## src/hdl/awu_pkg.sv

```systemverilog
package awu_pkg;

  localparam int ADDR_W = 17;
  localparam int DATA_W = 8;

  // register locations
  localparam logic [16:0] FLAGS_ADDR = 17'h1fff0;
  localparam logic [16:0] ALM_SEC_ADDR = 17'h1fff2;
  localparam logic [16:0] ALM_MIN_ADDR = 17'h1fff3;
  localparam logic [16:0] ALM_HOUR_ADDR = 17'h1fff4;
  localparam logic [16:0] ALM_DATE_ADDR = 17'h1fff5;
  localparam logic [16:0] IRQ_CFG_ADDR = 17'h1fff6;
  localparam logic [16:0] WDOG_ADDR = 17'h1fff7;
  localparam logic [16:0] DAY_ADDR = 17'h1fffc;

  // field positions
  localparam int FLAG_WF_BIT = 7;
  localparam int FLAG_AF_BIT = 6;
  localparam int AE_BIT = 7;
  localparam int ABE_BIT = 5;
  localparam int ROUTE_BIT = 7;
  localparam int MULT_LSB = 2;
  localparam int MULT_W = 5;
  localparam int GRAN_W = 2;
  localparam int FT_BIT = 6;
  localparam int MASK_BIT = 7;

  // reset values
  localparam logic [7:0] WDOG_RESET = 8'h00;
  localparam logic [7:0] IRQ_CFG_RESET = 8'h00;
  localparam logic [3:0] MASK_RESET = 4'h0;

  // legal mask patterns, am4..am1
  localparam logic [3:0] MASK_EACH_SEC = 4'hf;
  localparam logic [3:0] MASK_SEC = 4'he;
  localparam logic [3:0] MASK_MIN_SEC = 4'hc;
  localparam logic [3:0] MASK_HMS = 4'h8;
  localparam logic [3:0] MASK_DHMS = 4'h0;

  // timing
  localparam int CLK_PERIOD_NS = 100;
  localparam int CLK_HZ = 1_000_000_000 / CLK_PERIOD_NS;
  localparam int BASE_TICK_NS = 62_500_000;
  localparam int BASE_TICK_CYC = BASE_TICK_NS / CLK_PERIOD_NS;
  localparam int TEST_FREQ_HZ = 512;
  localparam int TEST_HALF_CYC = CLK_HZ / (2 * TEST_FREQ_HZ);
  localparam int RESET_PULSE_MIN_MS = 40;
  localparam int RESET_PULSE_CYC = RESET_PULSE_MIN_MS * 1_000_000 / CLK_PERIOD_NS;

  typedef logic [19:0] awu_cnt_t;
  typedef logic [10:0] awu_unit_t;

  typedef struct packed {
    logic ce_n;
    logic oe_n;
    logic we_n;
    logic [16:0] addr;
    logic [7:0] data;
  } awu_pins_s;

  typedef struct packed {
    logic active;
    logic write;
    logic [16:0] addr;
    logic [7:0] data;
  } awu_access_s;

endpackage

```

## src/hdl/awu_alarm_watchdog.sv

```systemverilog
`timescale 1ns/10ps
module awu_alarm_watchdog #(
  parameter int BASE_TICK_CYC = awu_pkg::BASE_TICK_CYC,
  parameter int TEST_HALF_CYC = awu_pkg::TEST_HALF_CYC,
  parameter int RESET_PULSE_CYC = awu_pkg::RESET_PULSE_CYC
)(
  // clock and reset
  input wire logic clk,
  input wire logic rst,
  // host sram-style pins
  input wire logic ce_n,
  input wire logic oe_n,
  input wire logic we_n,
  input wire logic [16:0] addr,
  input wire logic [7:0] dq_i,
  output logic [7:0] dq_o,
  output logic dq_oe,
  // timekeeping side
  input wire logic second_tick,
  input wire logic [3:0] field_equal,
  input wire logic osc_running,
  input wire logic on_backup,
  input wire logic power_up_pulse,
  // open-drain pins
  output logic irq_or_test_pin_n_o,
  output logic irq_or_test_pin_n_oe,
  output logic sys_reset_n_o,
  output logic sys_reset_n_oe,
  // status
  output logic freq_test_bit
);

  localparam awu_pkg::awu_cnt_t BASE_LAST = awu_pkg::awu_cnt_t'(BASE_TICK_CYC - 1);
  localparam awu_pkg::awu_cnt_t TEST_LAST = awu_pkg::awu_cnt_t'(TEST_HALF_CYC - 1);
  localparam awu_pkg::awu_cnt_t PULSE_LAST = awu_pkg::awu_cnt_t'(RESET_PULSE_CYC - 1);

  awu_pkg::awu_pins_s pins_raw;
  awu_pkg::awu_pins_s pins_meta;
  awu_pkg::awu_pins_s pins;
  awu_pkg::awu_access_s acc;
  awu_pkg::awu_access_s next_acc;

  logic acc_on;
  logic acc_start;
  logic acc_end;
  logic flags_start;
  logic flags_end;
  logic wdog_start;
  logic wdog_write_end;

  logic [7:0] irq_cfg;
  logic [7:0] next_irq_cfg;
  logic [7:0] wd_ctrl;
  logic [7:0] next_wd_ctrl;
  logic ft;
  logic next_ft;
  logic [3:0] masks;
  logic [3:0] next_masks;

  logic af;
  logic next_af;
  logic wf;
  logic next_wf;
  logic alarm_irq;
  logic next_alarm_irq;
  logic wd_irq;
  logic next_wd_irq;

  awu_pkg::awu_cnt_t pre_cnt;
  awu_pkg::awu_cnt_t next_pre_cnt;
  awu_pkg::awu_unit_t unit_cnt;
  awu_pkg::awu_unit_t next_unit_cnt;
  awu_pkg::awu_cnt_t pulse_cnt;
  awu_pkg::awu_cnt_t next_pulse_cnt;
  logic pulse_on;
  logic next_pulse_on;

  awu_pkg::awu_cnt_t sq_cnt;
  awu_pkg::awu_cnt_t next_sq_cnt;
  logic sq;
  logic next_sq;

  logic [7:0] next_dq_o;

  logic [4:0] wd_mult;
  logic [1:0] wd_gran;
  logic wd_route;
  awu_pkg::awu_unit_t wd_limit;
  logic wd_enabled;
  logic wd_restart;
  logic base_tick;
  logic timeout;
  logic pulse_end;
  logic mask_legal;
  logic alarm_hit;
  logic irq_allowed;
  logic test_on;
  logic read_sel;

  // pins come from the host's asynchronous bus
  assign pins_raw = '{ce_n: ce_n, oe_n: oe_n, we_n: we_n, addr: addr, data: dq_i};

  always_ff @(posedge clk)
  begin
    if (rst)
    begin
      pins_meta <= '{ce_n: 1'b1, oe_n: 1'b1, we_n: 1'b1, addr: '0, data: '0};
      pins <= '{ce_n: 1'b1, oe_n: 1'b1, we_n: 1'b1, addr: '0, data: '0};
    end
    else
    begin
      pins_meta <= pins_raw;
      pins <= pins_meta;
    end
  end

  // access tracking; an address change mid-access counts as a new access
  assign acc_on = !pins.ce_n && (!pins.oe_n || !pins.we_n);
  assign acc_start = acc_on && (!acc.active || pins.addr != acc.addr);
  assign acc_end = acc.active && (!acc_on || pins.addr != acc.addr);
  assign flags_start = acc_start && pins.addr == awu_pkg::FLAGS_ADDR;
  assign flags_end = acc_end && acc.addr == awu_pkg::FLAGS_ADDR;
  assign wdog_start = acc_start && pins.addr == awu_pkg::WDOG_ADDR;
  assign wdog_write_end = acc_end && acc.write && acc.addr == awu_pkg::WDOG_ADDR;

  always_comb
  begin
    next_acc = acc;
    next_acc.active = acc_on;
    if (acc_on)
    begin
      next_acc.write = !pins.we_n;
      next_acc.addr = pins.addr;
      if (!pins.we_n)
      begin
        next_acc.data = pins.data;
      end
    end
  end

  always_ff @(posedge clk)
  begin
    if (rst)
    begin
      acc <= '0;
    end
    else
    begin
      acc <= next_acc;
    end
  end

  // configuration registers; writes commit when the access ends
  assign wd_mult = wd_ctrl[awu_pkg::MULT_LSB +: awu_pkg::MULT_W];
  assign wd_gran = wd_ctrl[awu_pkg::GRAN_W - 1:0];
  assign wd_route = wd_ctrl[awu_pkg::ROUTE_BIT];

  always_comb
  begin
    next_irq_cfg = irq_cfg;
    next_wd_ctrl = wd_ctrl;
    next_ft = ft;
    next_masks = masks;
    if (acc_end && acc.write)
    begin
      unique case (acc.addr)
        awu_pkg::IRQ_CFG_ADDR: next_irq_cfg = acc.data;
        awu_pkg::WDOG_ADDR: next_wd_ctrl = acc.data;
        awu_pkg::DAY_ADDR: next_ft = acc.data[awu_pkg::FT_BIT];
        awu_pkg::ALM_SEC_ADDR: next_masks[0] = acc.data[awu_pkg::MASK_BIT];
        awu_pkg::ALM_MIN_ADDR: next_masks[1] = acc.data[awu_pkg::MASK_BIT];
        awu_pkg::ALM_HOUR_ADDR: next_masks[2] = acc.data[awu_pkg::MASK_BIT];
        awu_pkg::ALM_DATE_ADDR: next_masks[3] = acc.data[awu_pkg::MASK_BIT];
        default: next_masks = masks;
      endcase
    end
    if (pulse_end)
    begin
      next_wd_ctrl = awu_pkg::WDOG_RESET;
      next_ft = 1'b0;
    end
    if (power_up_pulse)
    begin
      next_irq_cfg[awu_pkg::AE_BIT] = 1'b0;
      next_irq_cfg[awu_pkg::ABE_BIT] = 1'b0;
      next_wd_ctrl = awu_pkg::WDOG_RESET;
      next_ft = 1'b0;
    end
  end

  always_ff @(posedge clk)
  begin
    if (rst)
    begin
      irq_cfg <= awu_pkg::IRQ_CFG_RESET;
      wd_ctrl <= awu_pkg::WDOG_RESET;
      ft <= 1'b0;
      masks <= awu_pkg::MASK_RESET;
    end
    else
    begin
      irq_cfg <= next_irq_cfg;
      wd_ctrl <= next_wd_ctrl;
      ft <= next_ft;
      masks <= next_masks;
    end
  end

  // alarm matching and flags
  always_comb
  begin
    unique case (masks)
      awu_pkg::MASK_EACH_SEC, awu_pkg::MASK_SEC, awu_pkg::MASK_MIN_SEC,
      awu_pkg::MASK_HMS, awu_pkg::MASK_DHMS: mask_legal = 1'b1;
      default: mask_legal = 1'b0;
    endcase
  end

  // a wrong mask fires every second so software notices
  assign alarm_hit = second_tick && (!mask_legal || &(field_equal | masks));
  // enables are being cleared during power-up, so that alarm only sets the flag
  assign irq_allowed = irq_cfg[awu_pkg::AE_BIT] && !power_up_pulse
                       && (!on_backup || irq_cfg[awu_pkg::ABE_BIT]);

  always_comb
  begin
    next_af = af;
    next_wf = wf;
    next_alarm_irq = alarm_irq;
    next_wd_irq = wd_irq;
    if (flags_end)
    begin
      next_af = 1'b0;
    end
    if (alarm_hit)
    begin
      next_af = 1'b1;
    end
    if (flags_start)
    begin
      next_alarm_irq = 1'b0;
    end
    if (alarm_hit && irq_allowed)
    begin
      next_alarm_irq = 1'b1;
    end
    if (flags_end && !acc.write)
    begin
      next_wf = 1'b0;
    end
    if ((flags_start && pins.we_n) || wdog_start)
    begin
      next_wd_irq = 1'b0;
    end
    if (timeout)
    begin
      next_wf = 1'b1;
    end
    // a reset-routed timeout must not drop an irq still pending from route 0
    if (timeout && !wd_route)
    begin
      next_wd_irq = 1'b1;
    end
  end

  always_ff @(posedge clk)
  begin
    if (rst)
    begin
      af <= 1'b0;
      wf <= 1'b0;
      alarm_irq <= 1'b0;
      wd_irq <= 1'b0;
    end
    else
    begin
      af <= next_af;
      wf <= next_wf;
      alarm_irq <= next_alarm_irq;
      wd_irq <= next_wd_irq;
    end
  end

  // watchdog interval: granularity 0..3 gives 1, 4, 16, 64 base ticks of 1/16 s
  assign wd_limit = awu_pkg::awu_unit_t'({6'h00, wd_mult} << {wd_gran, 1'b0});
  assign wd_enabled = wd_mult != 5'h00;
  assign wd_restart = wdog_start || wdog_write_end;
  assign base_tick = osc_running && pre_cnt == BASE_LAST;
  assign timeout = wd_enabled && !pulse_on && !wd_restart && base_tick
                   && awu_pkg::awu_unit_t'(unit_cnt + 11'h001) == wd_limit;
  assign pulse_end = pulse_on && pulse_cnt == PULSE_LAST;

  always_comb
  begin
    next_pre_cnt = pre_cnt;
    next_unit_cnt = unit_cnt;
    next_pulse_cnt = pulse_cnt;
    next_pulse_on = pulse_on;
    if (wd_restart || !wd_enabled || pulse_on || timeout)
    begin
      next_pre_cnt = '0;
      next_unit_cnt = '0;
    end
    else if (osc_running)
    begin
      next_pre_cnt = base_tick ? '0 : awu_pkg::awu_cnt_t'(pre_cnt + 20'h00001);
      if (base_tick)
      begin
        next_unit_cnt = awu_pkg::awu_unit_t'(unit_cnt + 11'h001);
      end
    end
    if (pulse_on)
    begin
      next_pulse_cnt = awu_pkg::awu_cnt_t'(pulse_cnt + 20'h00001);
      if (pulse_end)
      begin
        next_pulse_on = 1'b0;
      end
    end
    else if (timeout && wd_route)
    begin
      next_pulse_on = 1'b1;
      next_pulse_cnt = '0;
    end
  end

  always_ff @(posedge clk)
  begin
    if (rst)
    begin
      pre_cnt <= '0;
      unit_cnt <= '0;
      pulse_cnt <= '0;
      pulse_on <= 1'b0;
    end
    else
    begin
      pre_cnt <= next_pre_cnt;
      unit_cnt <= next_unit_cnt;
      pulse_cnt <= next_pulse_cnt;
      pulse_on <= next_pulse_on;
    end
  end

  // frequency test square wave; a pending watchdog irq suppresses it
  assign test_on = osc_running && ft && !irq_cfg[awu_pkg::AE_BIT]
                   && (wd_route || wd_ctrl == awu_pkg::WDOG_RESET) && !wd_irq;

  always_comb
  begin
    next_sq_cnt = '0;
    next_sq = 1'b0;
    if (test_on)
    begin
      next_sq = sq;
      next_sq_cnt = awu_pkg::awu_cnt_t'(sq_cnt + 20'h00001);
      if (sq_cnt == TEST_LAST)
      begin
        next_sq_cnt = '0;
        next_sq = !sq;
      end
    end
  end

  always_ff @(posedge clk)
  begin
    if (rst)
    begin
      sq_cnt <= '0;
      sq <= 1'b0;
    end
    else
    begin
      sq_cnt <= next_sq_cnt;
      sq <= next_sq;
    end
  end

  // read port: only the flags, interrupt-enable and watchdog bytes are served here
  assign read_sel = !pins.ce_n && !pins.oe_n && pins.we_n
                    && (pins.addr == awu_pkg::FLAGS_ADDR || pins.addr == awu_pkg::IRQ_CFG_ADDR
                        || pins.addr == awu_pkg::WDOG_ADDR);

  always_comb
  begin
    next_dq_o = 8'h00;
    unique case (pins.addr)
      awu_pkg::FLAGS_ADDR:
      begin
        next_dq_o[awu_pkg::FLAG_WF_BIT] = wf;
        next_dq_o[awu_pkg::FLAG_AF_BIT] = af;
      end
      awu_pkg::IRQ_CFG_ADDR: next_dq_o = irq_cfg;
      awu_pkg::WDOG_ADDR: next_dq_o = wd_ctrl;
      default: next_dq_o = 8'h00;
    endcase
  end

  always_ff @(posedge clk)
  begin
    if (rst)
    begin
      dq_o <= 8'h00;
      dq_oe <= 1'b0;
    end
    else
    begin
      dq_o <= next_dq_o;
      dq_oe <= read_sel;
    end
  end

  // open-drain pins: the driven level is always low
  assign irq_or_test_pin_n_o = 1'b0;
  assign irq_or_test_pin_n_oe = alarm_irq || wd_irq || (test_on && sq);
  assign sys_reset_n_o = 1'b0;
  assign sys_reset_n_oe = pulse_on;
  assign freq_test_bit = ft;

endmodule // awu_alarm_watchdog

```

## config.mk

```make
export PLATFORM = sky130hd
export DESIGN_NAME = awu_alarm_watchdog
export DESIGN_NICKNAME = d
export VERILOG_FILES = /design/src/hdl/awu_pkg.sv /design/src/hdl/awu_alarm_watchdog.sv
export SDC_FILE = /design/constraint.sdc
export NUM_CORES = 1
export LEC_CHECK = 0
export ABC_AREA = 1
export BUFFER_PORTS_ARGS = -buffer_cell sky130_fd_sc_hd__buf_2
export CORE_ASPECT_RATIO = 1.5
export CORE_MARGIN = 4
export CORE_UTILIZATION = 30
export DETAILED_ROUTE_END_ITERATION = 8
export GPL_TIMING_DRIVEN = 0
export PLACE_DENSITY = 0.53
export SETUP_SLACK_MARGIN = 0.15
export SLEW_MARGIN = 10
export SYNTH_ARGS = -nofsm -noshare
export SYNTH_HDL_FRONTEND = slang
export SYNTH_SLANG_ARGS = --single-unit
```

## constraint.sdc

```tcl
create_clock -name clk -period 2.13 [get_ports clk]
set_input_delay 0.3195 -clock clk [delete_from_list [all_inputs] [get_ports clk]]
set_output_delay 0.3195 -clock clk [all_outputs]
set_load 0.005 [all_outputs]
```

# ---- Yosys cells after proc, flatten, opt, wreduce, memory -nomap -nowiden
# Cells that the tools add are included.
dict set report totals {
  regBits 190
  output_inout_bits 14
  inputBits 38
  wordCells 164
}
dict set report op_classes {
  add_sub_neg 4
  mux 17
  reduce_logical 85
  shifts 1
  bitwise_logic 3
  eq_ne 20
}
# cell n
set ops {}
lappend ops {{$eq A17 B17 Y1 const B} 11}
lappend ops {{$add A20 B1 Y20 const B} 3}
lappend ops {{$mux W20} 3}
lappend ops {{$logic_and A1 B1 Y1} 30}
lappend ops {{$eq A20 B14 Y1 const B} 1}
lappend ops {{$eq A20 B19 Y1 const B} 1}
lappend ops {{$eq A20 B20 Y1 const B} 1}
lappend ops {{$reduce_and A2 Y1} 9}
lappend ops {{$ne A17 B17 Y1} 1}
lappend ops {{$eq A4 B4 Y1 const B} 4}
lappend ops {{$logic_not A1 Y1} 16}
lappend ops {{$logic_or A1 B1 Y1} 15}
lappend ops {{$mux W1} 12}
lappend ops {{$pmux W6 S2} 1}
lappend ops {{$add A11 B1 Y11 const B} 1}
lappend ops {{$eq A11 B11 Y1} 1}
lappend ops {{$shl A5 B3 Y11} 1}
lappend ops {{$reduce_bool A2 Y1} 5}
lappend ops {{$logic_not A8 Y1} 1}
lappend ops {{$pmux W2 S3} 1}
lappend ops {{$reduce_or A2 Y1} 3}
lappend ops {{$reduce_or A3 Y1} 2}
lappend ops {{$reduce_bool A5 Y1} 1}
lappend ops {{$reduce_or A5 Y1} 1}
lappend ops {{4 further kinds} 5}

# ---- Longest topological paths before layout
dict set report logic_depth {
  depth_word 16
  ltp_mapped 16
  depth_no_buf 15
}

# ---- Worst setup path after synthesis
# OpenSTA, ideal clock, no wires.
dict set report synth_timing {
  kind {register to register}
  startpoint {register unit_cnt[0]}
  endpoint {register pre_cnt[3]}
  path_buffers 1
  t_required_ns 2.004
  setup_time_ns 0.126
  slack_ns 0.172
  period_less_slack_ns 1.958
  stages_incl_launch_ff 15
  arrival_ns 1.832
  cell_sequence {dfxtp_1 -> ha_1 -> nand2_2 -> nor2_4 -> nand2_2 -> o21ai_2 -> nand2_1 -> nand2_1 -> nand2_1 -> nor2_1 -> nand3_1 -> nor2_4 -> nand3b_4 -> buf_6 -> nor3_1}
}
dict set report synth_via {
  elab_chain_cells 5
}
# element line
set synth_rtl {}
lappend synth_rtl {{start: declaration} awu_alarm_watchdog.sv:71} ;# awu_pkg::awu_unit_t unit_cnt;
lappend synth_rtl {{start signal: assignment} awu_alarm_watchdog.sv:339} ;# unit_cnt <= next_unit_cnt;
lappend synth_rtl {{$add A11 B1 Y11} awu_alarm_watchdog.sv:290} ;# && awu_pkg::awu_unit_t'(unit_cnt + 11'h001) == wd_limit;
lappend synth_rtl {{$eq A11 B11 Y1} awu_alarm_watchdog.sv:290}
lappend synth_rtl {{$logic_and A1 B1 Y1} awu_alarm_watchdog.sv:290}
lappend synth_rtl {{$logic_or A1 B1 Y1} awu_alarm_watchdog.sv:299} ;# if (wd_restart || !wd_enabled || pulse_on || timeout)
lappend synth_rtl {{$reduce_or A2 Y1 (no source line)} --}
lappend synth_rtl {{end signal: assignment} awu_alarm_watchdog.sv:338} ;# pre_cnt <= next_pre_cnt;
lappend synth_rtl {{end: declaration} awu_alarm_watchdog.sv:69} ;# awu_pkg::awu_cnt_t pre_cnt;
# Every way passes these cells.
# A chain may end at the register's enable or synchronous reset.

# ---- Worst setup path in the final report
dict set report layout_timing {
  startpoint {register unit_cnt[1]}
  endpoint {register pulse_cnt[11]}
}
dict set report layout_via {
  elab_chain_cells 5
}
# element line
set layout_rtl {}
lappend layout_rtl {{$add A11 B1 Y11} awu_alarm_watchdog.sv:290}
lappend layout_rtl {{$eq A11 B11 Y1} awu_alarm_watchdog.sv:290}
lappend layout_rtl {{$logic_and A1 B1 Y1} awu_alarm_watchdog.sv:290}
lappend layout_rtl {{$logic_and A1 B1 Y1} awu_alarm_watchdog.sv:320} ;# else if (timeout && wd_route)
lappend layout_rtl {{$reduce_bool A2 Y1 (no source line)} --}
lappend layout_rtl {{end signal: assignment} awu_alarm_watchdog.sv:340} ;# pulse_cnt <= next_pulse_cnt;
lappend layout_rtl {{end: declaration} awu_alarm_watchdog.sv:73} ;# awu_pkg::awu_cnt_t pulse_cnt;
# Every way passes these cells.

==> metrics <==
status=complete, but fails checks; failing checks=negative setup slack; CP max stage delay=0.35 ns; Leak=0.00427 uW; Setup crit end=pulse_cnt[11]; H-tree depth=4; Max Cap Viol=0; RSZ-0062 raised after global routing=true; Post-synth EDFFs=0; Stages on worst setup path=16; Final ANT Viol Nets=0; initial antenna violation count=0; kind of critical path=flop to flop; Layout Utilization=39.2%; Area contributors post-synth=dfxtp_1 (44%), nand2_1 (8.4%), inv_1 (8.1%), nor2_1 (8.1%), a21oi_1 (4.4%); start of the worst register-to-register path=unit_cnt[1]; Yosys cell types=49; CP startpoint kind=flop; Reg2Reg Depth=16; DRC viols=0; largest delay contributor family on the critical path=simple AND/OR/NAND/NOR gates; main flop type after synthesis=dfxtp_1; Area Overhead vs Synth=28.3%; Crit Path Max Fanout=5; Slowest-stage cell, CP=dfxtp_2; CP endpoint kind=flop; Syn Inst Count=1,184; CTS tree=done; post-detail-place hpwl=16,100 um; total number of vias=7,787; Yosys reg bits=190; worst skew pair latency=0.46 ns; nets=1,346; CTS Root Cell=clkbuf_16; minimum clock period=2.16 ns; fillcell total=2,955; number of buffers inserted by hold repair at cts=0; asr flop ratio synth=0%; worst slew pin tran=0.633 ns; Worst R2R End=pulse_cnt[11]; Starting Density=30.6%; Hold WS=0.0420 ns; pre-CTS setup slack=-0.214 ns; Rel. slew slack=57.8%; critical path arrival=2.47 ns; CTS buffer count=17; register area share after synthesis=44.2%; Design Power=7120 uW; drt wl/cell=13.5 um; layout cell share with drive strength beyond 1=26.3%; Hold Crit Class=input pin to flop; Synth top cells by count=nand2_1 (192), dfxtp_1 (190), inv_1 (186); final setup margin=-0.0282 ns; Req. time, crit path=2.44 ns; cell area after layout=0.0110 mm2; Max Transition Viols Final=0; Worst Setup SP=unit_cnt[1]; most used cell, CP=nand2_1; CTS sink count=190; first-pass GRT wire length=36,400 um; Placed Area=0.00928 mm2; power per cell area=645 mW/mm2; worst path bufs/invs=2; Ys Warns=0; r2r setup slk=-0.03 ns; final-report setup violation count=15; most common cell in the netlist=nand2_1; final setup skew=0.0129 ns; GR Overflow Total=0; antenna fix cells=0; width of the chip=146 um; largest net degree at the start of global routing=19; row count=75; # port buffers=47; fin crit share=101%; Yosys top cell area share=44.2%; DR vias/cell=4.69; Post-Syn Area=0.00861 mm2; DR pass1 iterations=5; total die area=0.0315 mm2; total global-route track usage=14.2%; Synth area leader=dfxtp_1; core area=0.0282 mm2; via count of the first global-routing pass=7,600; I/O pins=52; die height=215 um; Final GP Congestion=0.837; Post-Route WL=22,500 um; Peak supply drop=0.000570 V; Iteration-0 DRC Markers=275; Hold Vio Cnt, Final=0; clock transition at the registers of the reported paths=0.08 ns; cells along the critical path=ha_4 -> nand2_4 -> nor2_4 -> nand2_2 -> o21ai_2 -> nand2_1 -> nand2_1 -> nand2_1 -> nor2_2 -> nand3_2 -> nor2_4 -> buf_6 -> nand3_4 -> buf_6 -> nand3_1 -> a21oi_1; Peak Freq=0.463 GHz; Syn Area/Cell=7.27 um2; clock buffer depth=2
kinds of logic (layout without fill, tap and decap cells):
family          after synthesis  in the layout  share of synthesized area (%)
simple gates                559            559                           30.2
buf+inv                     229            360                           10.7
flops                       190            190                           44.2
compound gates              168            168                           10.8
xor+xnor                     32             32                           3.26
fa+ha+maj                     5              5                          0.727
other cells                   1              2                         0.0436
layout by cell type (no fill, tap or decap), types with 25 or more instances in the layout:
master / instances
inv_1: 175
nand3_1: 38
nor2_1: 161
a21oi_1: 62
nand4_1: 29
buf_2: 50
dfxtp_1: 161
o21ai_0: 53
nand2_1: 179
buf_4: 44
nor2_2: 25
layer usage:
layer,track usage [%],vias up,part of all wire [%]
met4,7.03,0,3.7
met5,0,-,0
met3,2.85,51,3.1
met2,27.8,144,56
met1,14.1,3581,37
li1,-,4011,-
where the power goes:
group	leakage, uW	switching, uW	internal [uW]
clock	0.000286	1540	1720
sequential	0.00156	33.0	3600
combinational	0.00243	141	87.5
metrics by stage:
stage	setup TNS, ns	instances
2_1_floorplan	0	1185
3_3_place_gp	-10.21	1578
3_5_place_dp	-11.13	1578
4_1_cts	-0.114	1638
5_1_grt	-6.01	1662
6_report	-0.211	1662
worst register-to-register path, delay by kind of cell, from the launching register on:
| family | cells | cell delay (ns) |
|---|---|---|
| buffers and inverters | 2 | 0.28 |
| and+or+nand+nor | 11 | 1.05 |
| adders and majority gates | 1 | 0.15 |
| DFF | 1 | 0.35 |
| AOI/OAI and AO/OA | 2 | 0.19 |
flip-flops by register name, summed over array words and instances, names as in the netlist, 4 cells and up:
register,count
acc,27
pre_cnt,20
irq_cfg,8
unit_cnt,11
dq_o,8
masks,4
pulse_cnt,20
wd_ctrl,8
pins_meta,28
pins,28
sq_cnt,20
how the worst min path moves through the flow:
stage	start	endpoint	slack (ns)	cells past startpoint
floorplan	pins_meta[0]	pins[0]	0.39	2
global placement	pins_meta[1]	pins[1]	0.39	2
detailed placement	pins_meta[20]	pins[20]	0.39	2
CTS	ce_n	pins_meta[27]	0.02	2
global route	ce_n	pins_meta[27]	0.02	2
finish	ce_n	pins_meta[27]	0.04	2
what timing repair did:
action | CTS | global route
setup endpoints to repair | 96 | 89
setup buffers | 25 | 22
cloned | 3 | 2
pin swaps | 24 | 35
gates resized for setup | 108 | 95
area by class of cell:
| class | instances | area (um2) | share of cell area (%) |
|---|---|---|---|
| Inverter | 194 | 738 | 6.69 |
| Tap cell | 346 | 433 | 3.92 |
| Clock buffer | 19 | 453 | 4.10 |
| Multi-Input combinational cell | 766 | 4450 | 40.3 |
| Sequential cell | 190 | 3850 | 34.9 |
| Buffer | 35 | 228 | 2.06 |
| Clock inverter | 13 | 144 | 1.30 |
| Timing Repair Buffer | 99 | 738 | 6.69 |
No activity file was read; power rests on OpenSTA's default activity.
